$ cat src/cll_pkg.sv
/*
 * Constants and types shared by the comparator logic and latch block:
 * register indices, field positions, reset values, bus codes.
 * Assumes a 32-bit AXI4-Lite slave with 12-bit byte addresses.
 */
package cll_pkg;

    // register indices; the byte address is four times the index
    localparam logic [9:0] IDX_READ_CLEAR  = 10'h078;
    localparam logic [9:0] IDX_INPUT_SEL   = 10'h079;
    localparam logic [9:0] IDX_ENABLE_CTRL = 10'h07A;
    localparam logic [9:0] IDX_OUTPUT_CTRL = 10'h07B;
    localparam logic [9:0] IDX_FUNC_SEL    = 10'h07C;

    localparam logic [7:0] RST_READ_CLEAR  = 8'h00;
    localparam logic [7:0] RST_INPUT_SEL   = 8'h00;
    localparam logic [7:0] RST_ENABLE_CTRL = 8'h00;
    localparam logic [7:0] RST_OUTPUT_CTRL = 8'h00;
    localparam logic [7:0] RST_FUNC_SEL    = 8'h00;

    // channel n field = channel 0 position + n * CH_STEP; latch and live bits of channel n sit at position + n
    localparam int CH_STEP        = 4;
    localparam int EN_POS         = 0;
    localparam int MAIN_SEL_POS   = 0;
    localparam int CLR_SRC_POS    = 1;
    localparam int PIN_SEL_POS    = 2;
    localparam int ANALOG_POS     = 3;
    localparam int FUNC_POS       = 0;
    localparam int FUNC_W         = 4;
    localparam int LATCH_POS      = 0;
    localparam int LIVE_POS       = 4;
    localparam int CH0_NEG_POS    = 0;
    localparam int CH0_POS_POS    = 2;
    localparam int CH1_NEG_POS    = 4;
    localparam int CH1_POS_POS    = 6;
    localparam int SRC_W          = 2;

    localparam logic [1:0] RESP_OKAY   = 2'h0;
    localparam logic [1:0] RESP_SLVERR = 2'h2;

    typedef enum logic [1:0]
    {
        ST_IDLE = 2'h1,
        ST_BUSY = 2'h2
    } cll_bus_e;

endpackage

$ cat src/cll_channel.sv
/*
 * One comparator channel: registered two-input function and a
 * set/clear latch.
 * Assumes the comparator level is synchronous to the clock.
 */
module cll_channel
    import cll_pkg::*;
(
    // clock and reset
    input  wire logic              clk,
    input  wire logic              reset_n,
    // inputs of the function
    input  wire logic              own_in,
    input  wire logic              nbr_in,
    input  wire logic [FUNC_W-1:0] func_code,
    // clear control
    input  wire logic              clr_src_edge,
    input  wire logic              clr_by_write,
    input  wire logic              other_rise,
    // results
    output logic                   lut_reg,
    output logic                   latch_reg,
    output logic                   lut_rise
);

    logic       lut_prev_reg;
    logic       lut_next;
    logic       clear;
    logic [1:0] sel;

    // code is a truth table, bit 3 for A=0,B=0 down to bit 0 for A=1,B=1
    always_comb
    begin
        sel      = {own_in, nbr_in};
        lut_next = func_code[2'h3 - sel];
    end

    always_ff @(posedge clk or negedge reset_n)
    begin
        if (!reset_n)
        begin
            lut_reg      <= 1'b0;
            lut_prev_reg <= 1'b0;
        end
        else
        begin
            lut_reg      <= lut_next;
            lut_prev_reg <= lut_reg;
        end
    end

    assign lut_rise = lut_reg & ~lut_prev_reg;

    // clear source picked per channel
    assign clear = clr_src_edge ? other_rise : clr_by_write;

    // set beats clear so a high function output is never lost
    always_ff @(posedge clk or negedge reset_n)
    begin
        if (!reset_n)
            latch_reg <= 1'b0;
        else
            latch_reg <= lut_reg | (latch_reg & ~clear);
    end

endmodule

$ cat src/cll_top.sv
/*
 * Comparator logic and latch block: two channels of programmable
 * two-input function and latch, output routing and an AXI4-Lite
 * register slave.
 * Assumes comparator levels synchronous to CLK and a single clock.
 */
module cll_top
    import cll_pkg::*;
(
    // clock and reset
    input  wire logic        CLK,
    input  wire logic        RESET_N,
    // axi4-lite write address
    input  wire logic [11:0] S_AXI_AWADDR,
    input  wire logic        S_AXI_AWVALID,
    output logic             S_AXI_AWREADY,
    // axi4-lite write data
    input  wire logic [31:0] S_AXI_WDATA,
    input  wire logic [3:0]  S_AXI_WSTRB,
    input  wire logic        S_AXI_WVALID,
    output logic             S_AXI_WREADY,
    // axi4-lite write response
    output logic [1:0]       S_AXI_BRESP,
    output logic             S_AXI_BVALID,
    input  wire logic        S_AXI_BREADY,
    // axi4-lite read address
    input  wire logic [11:0] S_AXI_ARADDR,
    input  wire logic        S_AXI_ARVALID,
    output logic             S_AXI_ARREADY,
    // axi4-lite read data
    output logic [31:0]      S_AXI_RDATA,
    output logic [1:0]       S_AXI_RRESP,
    output logic             S_AXI_RVALID,
    input  wire logic        S_AXI_RREADY,
    // comparators
    input  wire logic [1:0]  CMP_IN,
    output logic [1:0]       COMP_ON,
    output logic [1:0]       CH0_POS_SOURCE,
    output logic [1:0]       CH0_NEG_SOURCE,
    output logic [1:0]       CH1_POS_SOURCE,
    output logic [1:0]       CH1_NEG_SOURCE,
    // routed results
    output logic [1:0]       MAIN_OUT,
    output logic [1:0]       PIN_OUT,
    output logic [1:0]       ANALOG_OUT_CONNECT
);

    // registers
    logic [7:0]  input_select_reg;
    logic [7:0]  enable_control_reg;
    logic [7:0]  output_control_reg;
    logic [7:0]  function_select_reg;

    // write channel
    cll_bus_e    wr_state_reg;
    logic        aw_held_reg;
    logic        w_held_reg;
    logic [9:0]  wr_idx_reg;
    logic [7:0]  wr_data_reg;
    logic        wr_strb_reg;
    logic        do_write;
    logic        wr_mapped;
    logic        wr_lane;
    logic [1:0]  bresp_reg;

    // read channel
    cll_bus_e    rd_state_reg;
    logic [31:0] rdata_reg;
    logic [1:0]  rresp_reg;
    logic [9:0]  rd_idx;
    logic [7:0]  rd_byte;
    logic        rd_mapped;

    // channel signals
    logic [1:0]  cmp_gated;
    logic [1:0]  lut_q;
    logic [1:0]  latch_q;
    logic [1:0]  lut_rise;
    logic [1:0]  clr_by_write;
    logic [7:0]  read_clear_view;

    // comparators of disabled channels read as low
    genvar ch;
    generate
        for (ch = 0; ch < 2; ch++)
        begin : g_ch
            assign cmp_gated[ch] = CMP_IN[ch]
                & enable_control_reg[EN_POS + ch * CH_STEP];

            // write clearing only acts when that clear source is chosen
            assign clr_by_write[ch] = do_write & wr_lane
                & (wr_idx_reg == IDX_READ_CLEAR)
                & ~wr_data_reg[LATCH_POS + ch]
                & ~output_control_reg[CLR_SRC_POS + ch * CH_STEP];

            cll_channel u_channel
            (
                .clk          (CLK),
                .reset_n      (RESET_N),
                .own_in       (cmp_gated[ch]),
                .nbr_in       (cmp_gated[1 - ch]),
                .func_code    (function_select_reg[FUNC_POS + ch * CH_STEP +: FUNC_W]),
                .clr_src_edge (output_control_reg[CLR_SRC_POS + ch * CH_STEP]),
                .clr_by_write (clr_by_write[ch]),
                .other_rise   (lut_rise[1 - ch]),
                .lut_reg      (lut_q[ch]),
                .latch_reg    (latch_q[ch]),
                .lut_rise     (lut_rise[ch])
            );

            always_ff @(posedge CLK or negedge RESET_N)
            begin
                if (!RESET_N)
                begin
                    MAIN_OUT[ch]           <= 1'b0;
                    PIN_OUT[ch]            <= 1'b0;
                    ANALOG_OUT_CONNECT[ch] <= 1'b0;
                    COMP_ON[ch]            <= 1'b0;
                end
                else
                begin
                    MAIN_OUT[ch] <= output_control_reg[MAIN_SEL_POS + ch * CH_STEP]
                        ? latch_q[ch] : lut_q[ch];
                    PIN_OUT[ch] <= output_control_reg[PIN_SEL_POS + ch * CH_STEP]
                        ? latch_q[ch] : lut_q[ch];
                    ANALOG_OUT_CONNECT[ch] <=
                        output_control_reg[ANALOG_POS + ch * CH_STEP];
                    COMP_ON[ch] <= enable_control_reg[EN_POS + ch * CH_STEP];
                end
            end
        end
    endgenerate

    // source selects go straight out of the register
    assign CH0_NEG_SOURCE = input_select_reg[CH0_NEG_POS +: SRC_W];
    assign CH0_POS_SOURCE = input_select_reg[CH0_POS_POS +: SRC_W];
    assign CH1_NEG_SOURCE = input_select_reg[CH1_NEG_POS +: SRC_W];
    assign CH1_POS_SOURCE = input_select_reg[CH1_POS_POS +: SRC_W];

    // write path: address and data may arrive in either order
    assign S_AXI_AWREADY = ~aw_held_reg & (wr_state_reg == ST_IDLE);
    assign S_AXI_WREADY  = ~w_held_reg & (wr_state_reg == ST_IDLE);
    assign do_write      = aw_held_reg & w_held_reg & (wr_state_reg == ST_IDLE);
    assign wr_lane       = wr_strb_reg;

    always_comb
    begin
        case (wr_idx_reg)
            IDX_READ_CLEAR,
            IDX_INPUT_SEL,
            IDX_ENABLE_CTRL,
            IDX_OUTPUT_CTRL,
            IDX_FUNC_SEL: wr_mapped = 1'b1;
            default:      wr_mapped = 1'b0;
        endcase
    end

    always_ff @(posedge CLK or negedge RESET_N)
    begin
        if (!RESET_N)
        begin
            aw_held_reg <= 1'b0;
            wr_idx_reg  <= 10'h000;
        end
        else if (S_AXI_AWVALID && S_AXI_AWREADY)
        begin
            aw_held_reg <= 1'b1;
            wr_idx_reg  <= S_AXI_AWADDR[11:2];
        end
        else if (do_write)
            aw_held_reg <= 1'b0;
    end

    always_ff @(posedge CLK or negedge RESET_N)
    begin
        if (!RESET_N)
        begin
            w_held_reg  <= 1'b0;
            wr_data_reg <= 8'h00;
            wr_strb_reg <= 1'b0;
        end
        else if (S_AXI_WVALID && S_AXI_WREADY)
        begin
            w_held_reg  <= 1'b1;
            wr_data_reg <= S_AXI_WDATA[7:0];
            wr_strb_reg <= S_AXI_WSTRB[0];
        end
        else if (do_write)
            w_held_reg <= 1'b0;
    end

    always_ff @(posedge CLK or negedge RESET_N)
    begin
        if (!RESET_N)
        begin
            wr_state_reg <= ST_IDLE;
            bresp_reg    <= RESP_OKAY;
        end
        else
        begin
            case (wr_state_reg)
                ST_IDLE:
                begin
                    if (do_write)
                    begin
                        wr_state_reg <= ST_BUSY;
                        bresp_reg    <= wr_mapped ? RESP_OKAY : RESP_SLVERR;
                    end
                end
                ST_BUSY:
                begin
                    if (S_AXI_BREADY)
                        wr_state_reg <= ST_IDLE;
                end
                default: wr_state_reg <= ST_IDLE;
            endcase
        end
    end

    assign S_AXI_BVALID = (wr_state_reg == ST_BUSY);
    assign S_AXI_BRESP  = bresp_reg;

    // only byte lane 0 carries register data; upper lanes are ignored
    always_ff @(posedge CLK or negedge RESET_N)
    begin
        if (!RESET_N)
        begin
            input_select_reg    <= RST_INPUT_SEL;
            enable_control_reg  <= RST_ENABLE_CTRL;
            output_control_reg  <= RST_OUTPUT_CTRL;
            function_select_reg <= RST_FUNC_SEL;
        end
        else if (do_write && wr_lane)
        begin
            case (wr_idx_reg)
                IDX_INPUT_SEL:   input_select_reg    <= wr_data_reg;
                IDX_OUTPUT_CTRL: output_control_reg  <= wr_data_reg;
                IDX_FUNC_SEL:    function_select_reg <= wr_data_reg;
                // reserved enable bits are kept at zero
                IDX_ENABLE_CTRL:
                begin
                    enable_control_reg <= 8'h00;
                    enable_control_reg[EN_POS] <= wr_data_reg[EN_POS];
                    enable_control_reg[EN_POS + CH_STEP] <=
                        wr_data_reg[EN_POS + CH_STEP];
                end
                default:
                begin
                end
            endcase
        end
    end

    // read path: one read at a time, data one cycle after the address
    assign rd_idx        = S_AXI_ARADDR[11:2];
    assign S_AXI_ARREADY = (rd_state_reg == ST_IDLE);

    always_comb
    begin
        read_clear_view = RST_READ_CLEAR;
        read_clear_view[LIVE_POS +: 2]  = cmp_gated;
        read_clear_view[LATCH_POS +: 2] = latch_q;
    end

    always_comb
    begin
        rd_mapped = 1'b1;
        case (rd_idx)
            IDX_READ_CLEAR:  rd_byte = read_clear_view;
            IDX_INPUT_SEL:   rd_byte = input_select_reg;
            IDX_ENABLE_CTRL: rd_byte = enable_control_reg;
            IDX_OUTPUT_CTRL: rd_byte = output_control_reg;
            IDX_FUNC_SEL:    rd_byte = function_select_reg;
            default:
            begin
                rd_byte   = 8'h00;
                rd_mapped = 1'b0;
            end
        endcase
    end

    always_ff @(posedge CLK or negedge RESET_N)
    begin
        if (!RESET_N)
        begin
            rd_state_reg <= ST_IDLE;
            rdata_reg    <= 32'h00000000;
            rresp_reg    <= RESP_OKAY;
        end
        else
        begin
            case (rd_state_reg)
                ST_IDLE:
                begin
                    if (S_AXI_ARVALID)
                    begin
                        rd_state_reg <= ST_BUSY;
                        rdata_reg    <= {24'h000000, rd_byte};
                        rresp_reg    <= rd_mapped ? RESP_OKAY : RESP_SLVERR;
                    end
                end
                ST_BUSY:
                begin
                    if (S_AXI_RREADY)
                        rd_state_reg <= ST_IDLE;
                end
                default: rd_state_reg <= ST_IDLE;
            endcase
        end
    end

    assign S_AXI_RVALID = (rd_state_reg == ST_BUSY);
    assign S_AXI_RDATA  = rdata_reg;
    assign S_AXI_RRESP  = rresp_reg;

endmodule

$ cat config.mk
export PLATFORM = sky130hd
export DESIGN_NAME = cll_top
export DESIGN_NICKNAME = d
export VERILOG_FILES = /design/src/cll_pkg.sv /design/src/cll_channel.sv /design/src/cll_top.sv
export SDC_FILE = /design/constraint.sdc
export NUM_CORES = 1
export LEC_CHECK = 0
export ABC_AREA = 1
export BUFFER_PORTS_ARGS = -buffer_cell sky130_fd_sc_hd__buf_2
export CAP_MARGIN = 20
export CORE_MARGIN = 4
export CORE_UTILIZATION = 45
export DETAILED_ROUTE_END_ITERATION = 10
export HOLD_SLACK_MARGIN = 0.06
export PLACE_DENSITY = 0.79
export SYNTH_ARGS = -nofsm -noshare
export SYNTH_HDL_FRONTEND = slang
export SYNTH_SLANG_ARGS = --single-unit
$ cat constraint.sdc
create_clock -name CLK -period 4.3 [get_ports CLK]
set_input_delay 0.43 -clock CLK [delete_from_list [all_inputs] [get_ports CLK]]
set_output_delay 0.43 -clock CLK [all_outputs]
set_load 0.01 [all_outputs]
# Yosys cells after proc, flatten, opt, wreduce, memory -nomap -nowiden
# Index checks and enable logic that the tools add are counted.
# W data, S select, Z words.
# totals
in_bits	69
out_inout_bits	57
regBits	77
# classes
muxes	24
magnitude_cmp	2
n_eq_ne	18
n_reduce_logical	15
bitwise_logic	28
n_addsub	2
# op_table
op	count
$eq A10 B7 Y1 const B	10
$pmux W8 S5	1
$and A1 B1 Y1	16
$reduce_and A2 Y1	8
$mux W1	13
$mux W2	6
$not A1 Y1	10
$reduce_or A5 Y1	2
$pmux W2 S2	2
$lt A2 B3 Y1 const B	2
$bmux W1 S2	2
$eq A2 B1 Y1 const B	2
$eq A2 B2 Y1 const B	2
$ne A2 B1 Y1 const B	2
$ne A2 B2 Y1 const B	2
$reduce_bool A2 Y1	2
$sub A2 B2 Y2 const A	2
$logic_and A1 B1 Y1	3
$or A1 B1 Y1	2

# Longest topological paths before layout
# depth
word_depth	10
ltp_mapped	9
mapped_depth_nobuf	9

# Hierarchy
# A second synthesis with hierarchy kept.
# hier_totals
hier_cells	430
hier_area_um2	3593.4
# by_module_without_submodules
mod	area_per_inst_um2	seq_area_each_um2	cells_per_inst	instances
cll_top	3285.7	1729.2	384	1
cll_channel	153.9	75.1	23	2

# Least setup slack after synthesis
# OpenSTA, ideal clock, no wires.
# synth_path
path_type	reg2reg
from	register wr_state_reg[0]
to	register wr_idx_reg[0]
arrival_time_ns	1.288
period_less_slack_ns	1.412
path_stages_with_launch	7
slack_ns	2.888
cell_sequence	dfstp_2 nand2_1 nor2_1 nand2_2 buf_2 nor2_1 a21oi_1
# synth_via
elab_chain_len	3
# synth_rtl
element	line	rtl
start: declaration	cll_top.sv:55	cll_bus_e wr_state_reg;
start signal: assignment	cll_top.sv:196	wr_state_reg <= ST_IDLE;
start signal: assignment	cll_top.sv:206	wr_state_reg <= ST_BUSY;
start signal: assignment	cll_top.sv:213	wr_state_reg <= ST_IDLE;
$eq A2 B1 Y1	cll_top.sv:141	assign S_AXI_AWREADY = ~aw_held_reg & (wr_state_reg == ST_IDLE);
$and A1 B1 Y1	cll_top.sv:141	
net S_AXI_AWREADY	cll_top.sv:16	output logic S_AXI_AWREADY,
$logic_and A1 B1 Y1	cll_top.sv:165	else if (S_AXI_AWVALID && S_AXI_AWREADY)
end signal: assignment	cll_top.sv:168	wr_idx_reg <= S_AXI_AWADDR[11:2];
end: declaration	cll_top.sv:58	logic [9:0] wr_idx_reg;
# The timed path passes the listed nets, and every way through them passes these cells.
# A chain may end at the register's enable or synchronous reset.

# Worst setup path after layout
# layout_path
from	register wr_state_reg[0]
to	output S_AXI_WREADY
# layout_via
elab_chain_len	2
# layout_rtl
element	line	rtl
$eq A2 B1 Y1	cll_top.sv:142	assign S_AXI_WREADY = ~w_held_reg & (wr_state_reg == ST_IDLE);
$and A1 B1 Y1	cll_top.sv:142	
end: declaration	cll_top.sv:21	output logic S_AXI_WREADY,
# Every way passes these cells.

==> impl_metrics.env <==
export IMPL_drv_slew=0
export IMPL_slowest_stage="dfstp_2"
export IMPL_first_pass_iters=4
export IMPL_rsz0062_at_grt="false"
export IMPL_total_power_mw=2.112
export IMPL_synth_mux_area_fraction_pct=1.233
export IMPL_yosysWarnings=0
export IMPL_crit_buf_inv=1
export IMPL_cap_violations=0
export IMPL_leakage_nw=2.311
export IMPL_drive_above_1_share_pct=27.70
export IMPL_grt_pass1_wl_um=13050
export IMPL_io_buffers=68
export IMPL_cts_tree="built"
export IMPL_synth_edf_count=0
export IMPL_grt_pass1_vias=2745
export IMPL_ys_flop_type="dfrtp_1"
export IMPL_synth_fa_ha_area_share_pct=0
export IMPL_hpwl_um=5887
export IMPL_synth_top_area_share_pct=50.02
export IMPL_wl_met2_um=3521
export IMPL_ys_top_cells_by_area="dfrtp_1, nand2_1, buf_4"
export IMPL_pin_count=126
export IMPL_antenna_found_initial=0
export IMPL_synthesis_instances=413
export IMPL_endpoint_kind="output pin"
export IMPL_gp_congestion=0.8761
export IMPL_synthArstFlopShare_pct=100.0
export IMPL_crit_type="reg2out"
export IMPL_wl_per_cell_um=13.13
export IMPL_fin_area_um2=4259
export IMPL_ys_top_cells_by_count="nand2_1, dfrtp_1, inv_1, nor2_1, buf_4"
export IMPL_ctsRootBufferMaster="clkbuf_8"
export IMPL_ys_ff_latch=75
export IMPL_largest_reg_flops=10
export IMPL_slew_limit_headroom_pct=62.53
export IMPL_finalWorstSetupSlack_ns=2.579
export IMPL_reg2reg_from="wr_state_reg[0]$_DFFE_PN1P_"
export IMPL_max_stage_delay_ns=0.56
export IMPL_path_cells="nand2_1, nor2_1, buf_2"
export IMPL_hold_path_class="in2reg"
export IMPL_highest_layer="met4"
export IMPL_grt_max_degree=45
export IMPL_drt_wl_total_um=7785
export IMPL_coreArea_um2=7807
export IMPL_syn_area_per_cell_um2=8.843
export IMPL_dieWidth_um=98.09
export IMPL_synth_top_family_by_area="simple AND/OR/NAND/NOR gates"
export IMPL_drtAntennaViolNets=0
export IMPL_synth_area_um2=3652
export IMPL_postPlaceCellArea_um2=3969
export IMPL_drt_iter0_markers=184
export IMPL_vdd_ir_drop_max_mv=0.4210
export IMPL_clk_pin_slew_ns=0.07
export IMPL_max_freq_mhz=581.1
export IMPL_die_h_um=98.09
export IMPL_yosys_area_share_simple_pct=24.29
export IMPL_drc=0
export IMPL_yosysMostFrequentCell="nand2_1"
export IMPL_crit_start="wr_state_reg[0]$_DFFE_PN1P_"
export IMPL_clock_sinks=75
export IMPL_dieArea_um2=9622
export IMPL_min_from="S_AXI_BREADY"
export IMPL_dpl_worst_slack_ns=2.506
export IMPL_num_rows=32
export IMPL_numCtsBuffers=9
export IMPL_vias=2895
export IMPL_outcome="complete, no violations"
export IMPL_synth_seq_area_share_pct=51.46
export IMPL_cp_start_kind="flip-flop"
export IMPL_ys_types=29
export IMPL_insertion_delay_ns=0.34
export IMPL_skew_ns=0.01070
export IMPL_arrival_ns=1.29
export IMPL_synth_compound_area_share_pct=11.07
export IMPL_viasPerCell=4.882
export IMPL_cts_max_level=3
export IMPL_track_usage_pct=16.73
export IMPL_yosysTopAreaCell="dfrtp_1"
export IMPL_setup_viol=0
export IMPL_hold_viol=0
export IMPL_synth_xor_area_share_pct=0
export IMPL_gr_total_overflow=0
export IMPL_fillers=704
export IMPL_wl_met3_um=570
export IMPL_initial_utilization_pct=46.78
export IMPL_p_per_area_nw_per_um2=496.0
export IMPL_cp_max_fo=3
export IMPL_synthToLayoutAreaGrowth_pct=16.62
export IMPL_cts_setup_buffers=0
export IMPL_fin_tns_setup_ns=0
export IMPL_worst_pin_slew_ns=0.5607
export IMPL_fin_crit_sh_pct=40.02
export IMPL_wirelength_met1_um=3502
export IMPL_fin_crit_ns=1.721
export IMPL_final_nets=555
export IMPL_cp_top_family="flip-flops"
export IMPL_num_antenna_cells=0
export IMPL_cp_required_ns=3.87
export IMPL_cts_max_path_buffers=2
export IMPL_final_util_pct=54.55
tightest hold or removal path, stage by stage:
cell and delay (ns):
buf_2 0.09, inv_1 0.04, a21oi_1 0.07
final cells by class:
cell class	instances	area [um2]	share of cell area [%]
clock buffers	12	165.2	3.878
clock inverters	4	95.09	2.233
inverters	48	180.2	4.230
multi-input cells	281	1434	33.67
flip-flops and latches	75	1879	44.12
well taps	102	127.6	2.996
repair buffers	71	377.9	8.872
final timing paths:
path,endpoint,slack [ns],cells past startpoint
worst max-delay path,S_AXI_WREADY,2.58,3
worst min-delay path,wr_state_reg[0]$_DFFE_PN1P_,0.30,3
worst max register to register,input_select_reg[7]$_DFFE_PN0P_,2.72,5
worst min register to register,g_ch[1].u_channel.lut_prev_reg$_DFF_PN0_,0.38,0
max in group asynchronous,output_control_reg[7]$_DFFE_PN0P_,2.99,4
min in group asynchronous,wr_idx_reg[7]$_DFFE_PN0P_,0.41,2
per-layer routing:
metal,GRT usage (%),up-vias
li1,-,1423
met2,25.92,117
met3,5.071,17
met5,0,-
met4,5.751,0
met1,22.44,1338
per-stage QoR:
stage               hold WS [ns]  cells
global route              0.3012    593
CTS                       0.2596    591
global placement          0.3569    575
finish                    0.2981    593
detailed placement        0.3675    575
floorplan                 0.1344    438
power by group:
group | total, mW | switching [mW] | internal (mW)
combinational | 0.501 | 0.333 | 0.168
sequential | 0.924 | 0.0793 | 0.844
clock | 0.688 | 0.256 | 0.432
total | 2.11 | 0.668 | 1.44
cell families (layout without fill, tap and decap cells):
kind of cell,after synthesis,in the layout
buffers and inverters,82,135
DFF,75,75
muxes,4,4
and+or+nand+nor,185,185
AOI/OAI and AO/OA,66,66
other,1,26
layout by cell type (no fill, tap or decap), types with 13 or more instances in the layout:
master   netlist  routed
a21oi_1       22      22
buf_2          4      68
conb_1         1      26
dfrtp_1       73      73
inv_1         46      46
nand2_1       95      95
nand3_1       13      13
nand4_1       17      17
nor2_1        33      33
o21ai_0       23      23
o21ai_2       16      16
timing repair:
| action | 4_1_cts | 5_1_grt |
|---|---|---|
| endpoints found under the setup margin | 0 | 0 |
| hold buffers | 0 | 1 |
| resized for setup | 0 | 0 |
| endpoints found under the hold margin | 0 | 2 |
No activity file was read; power rests on OpenSTA's default activity.
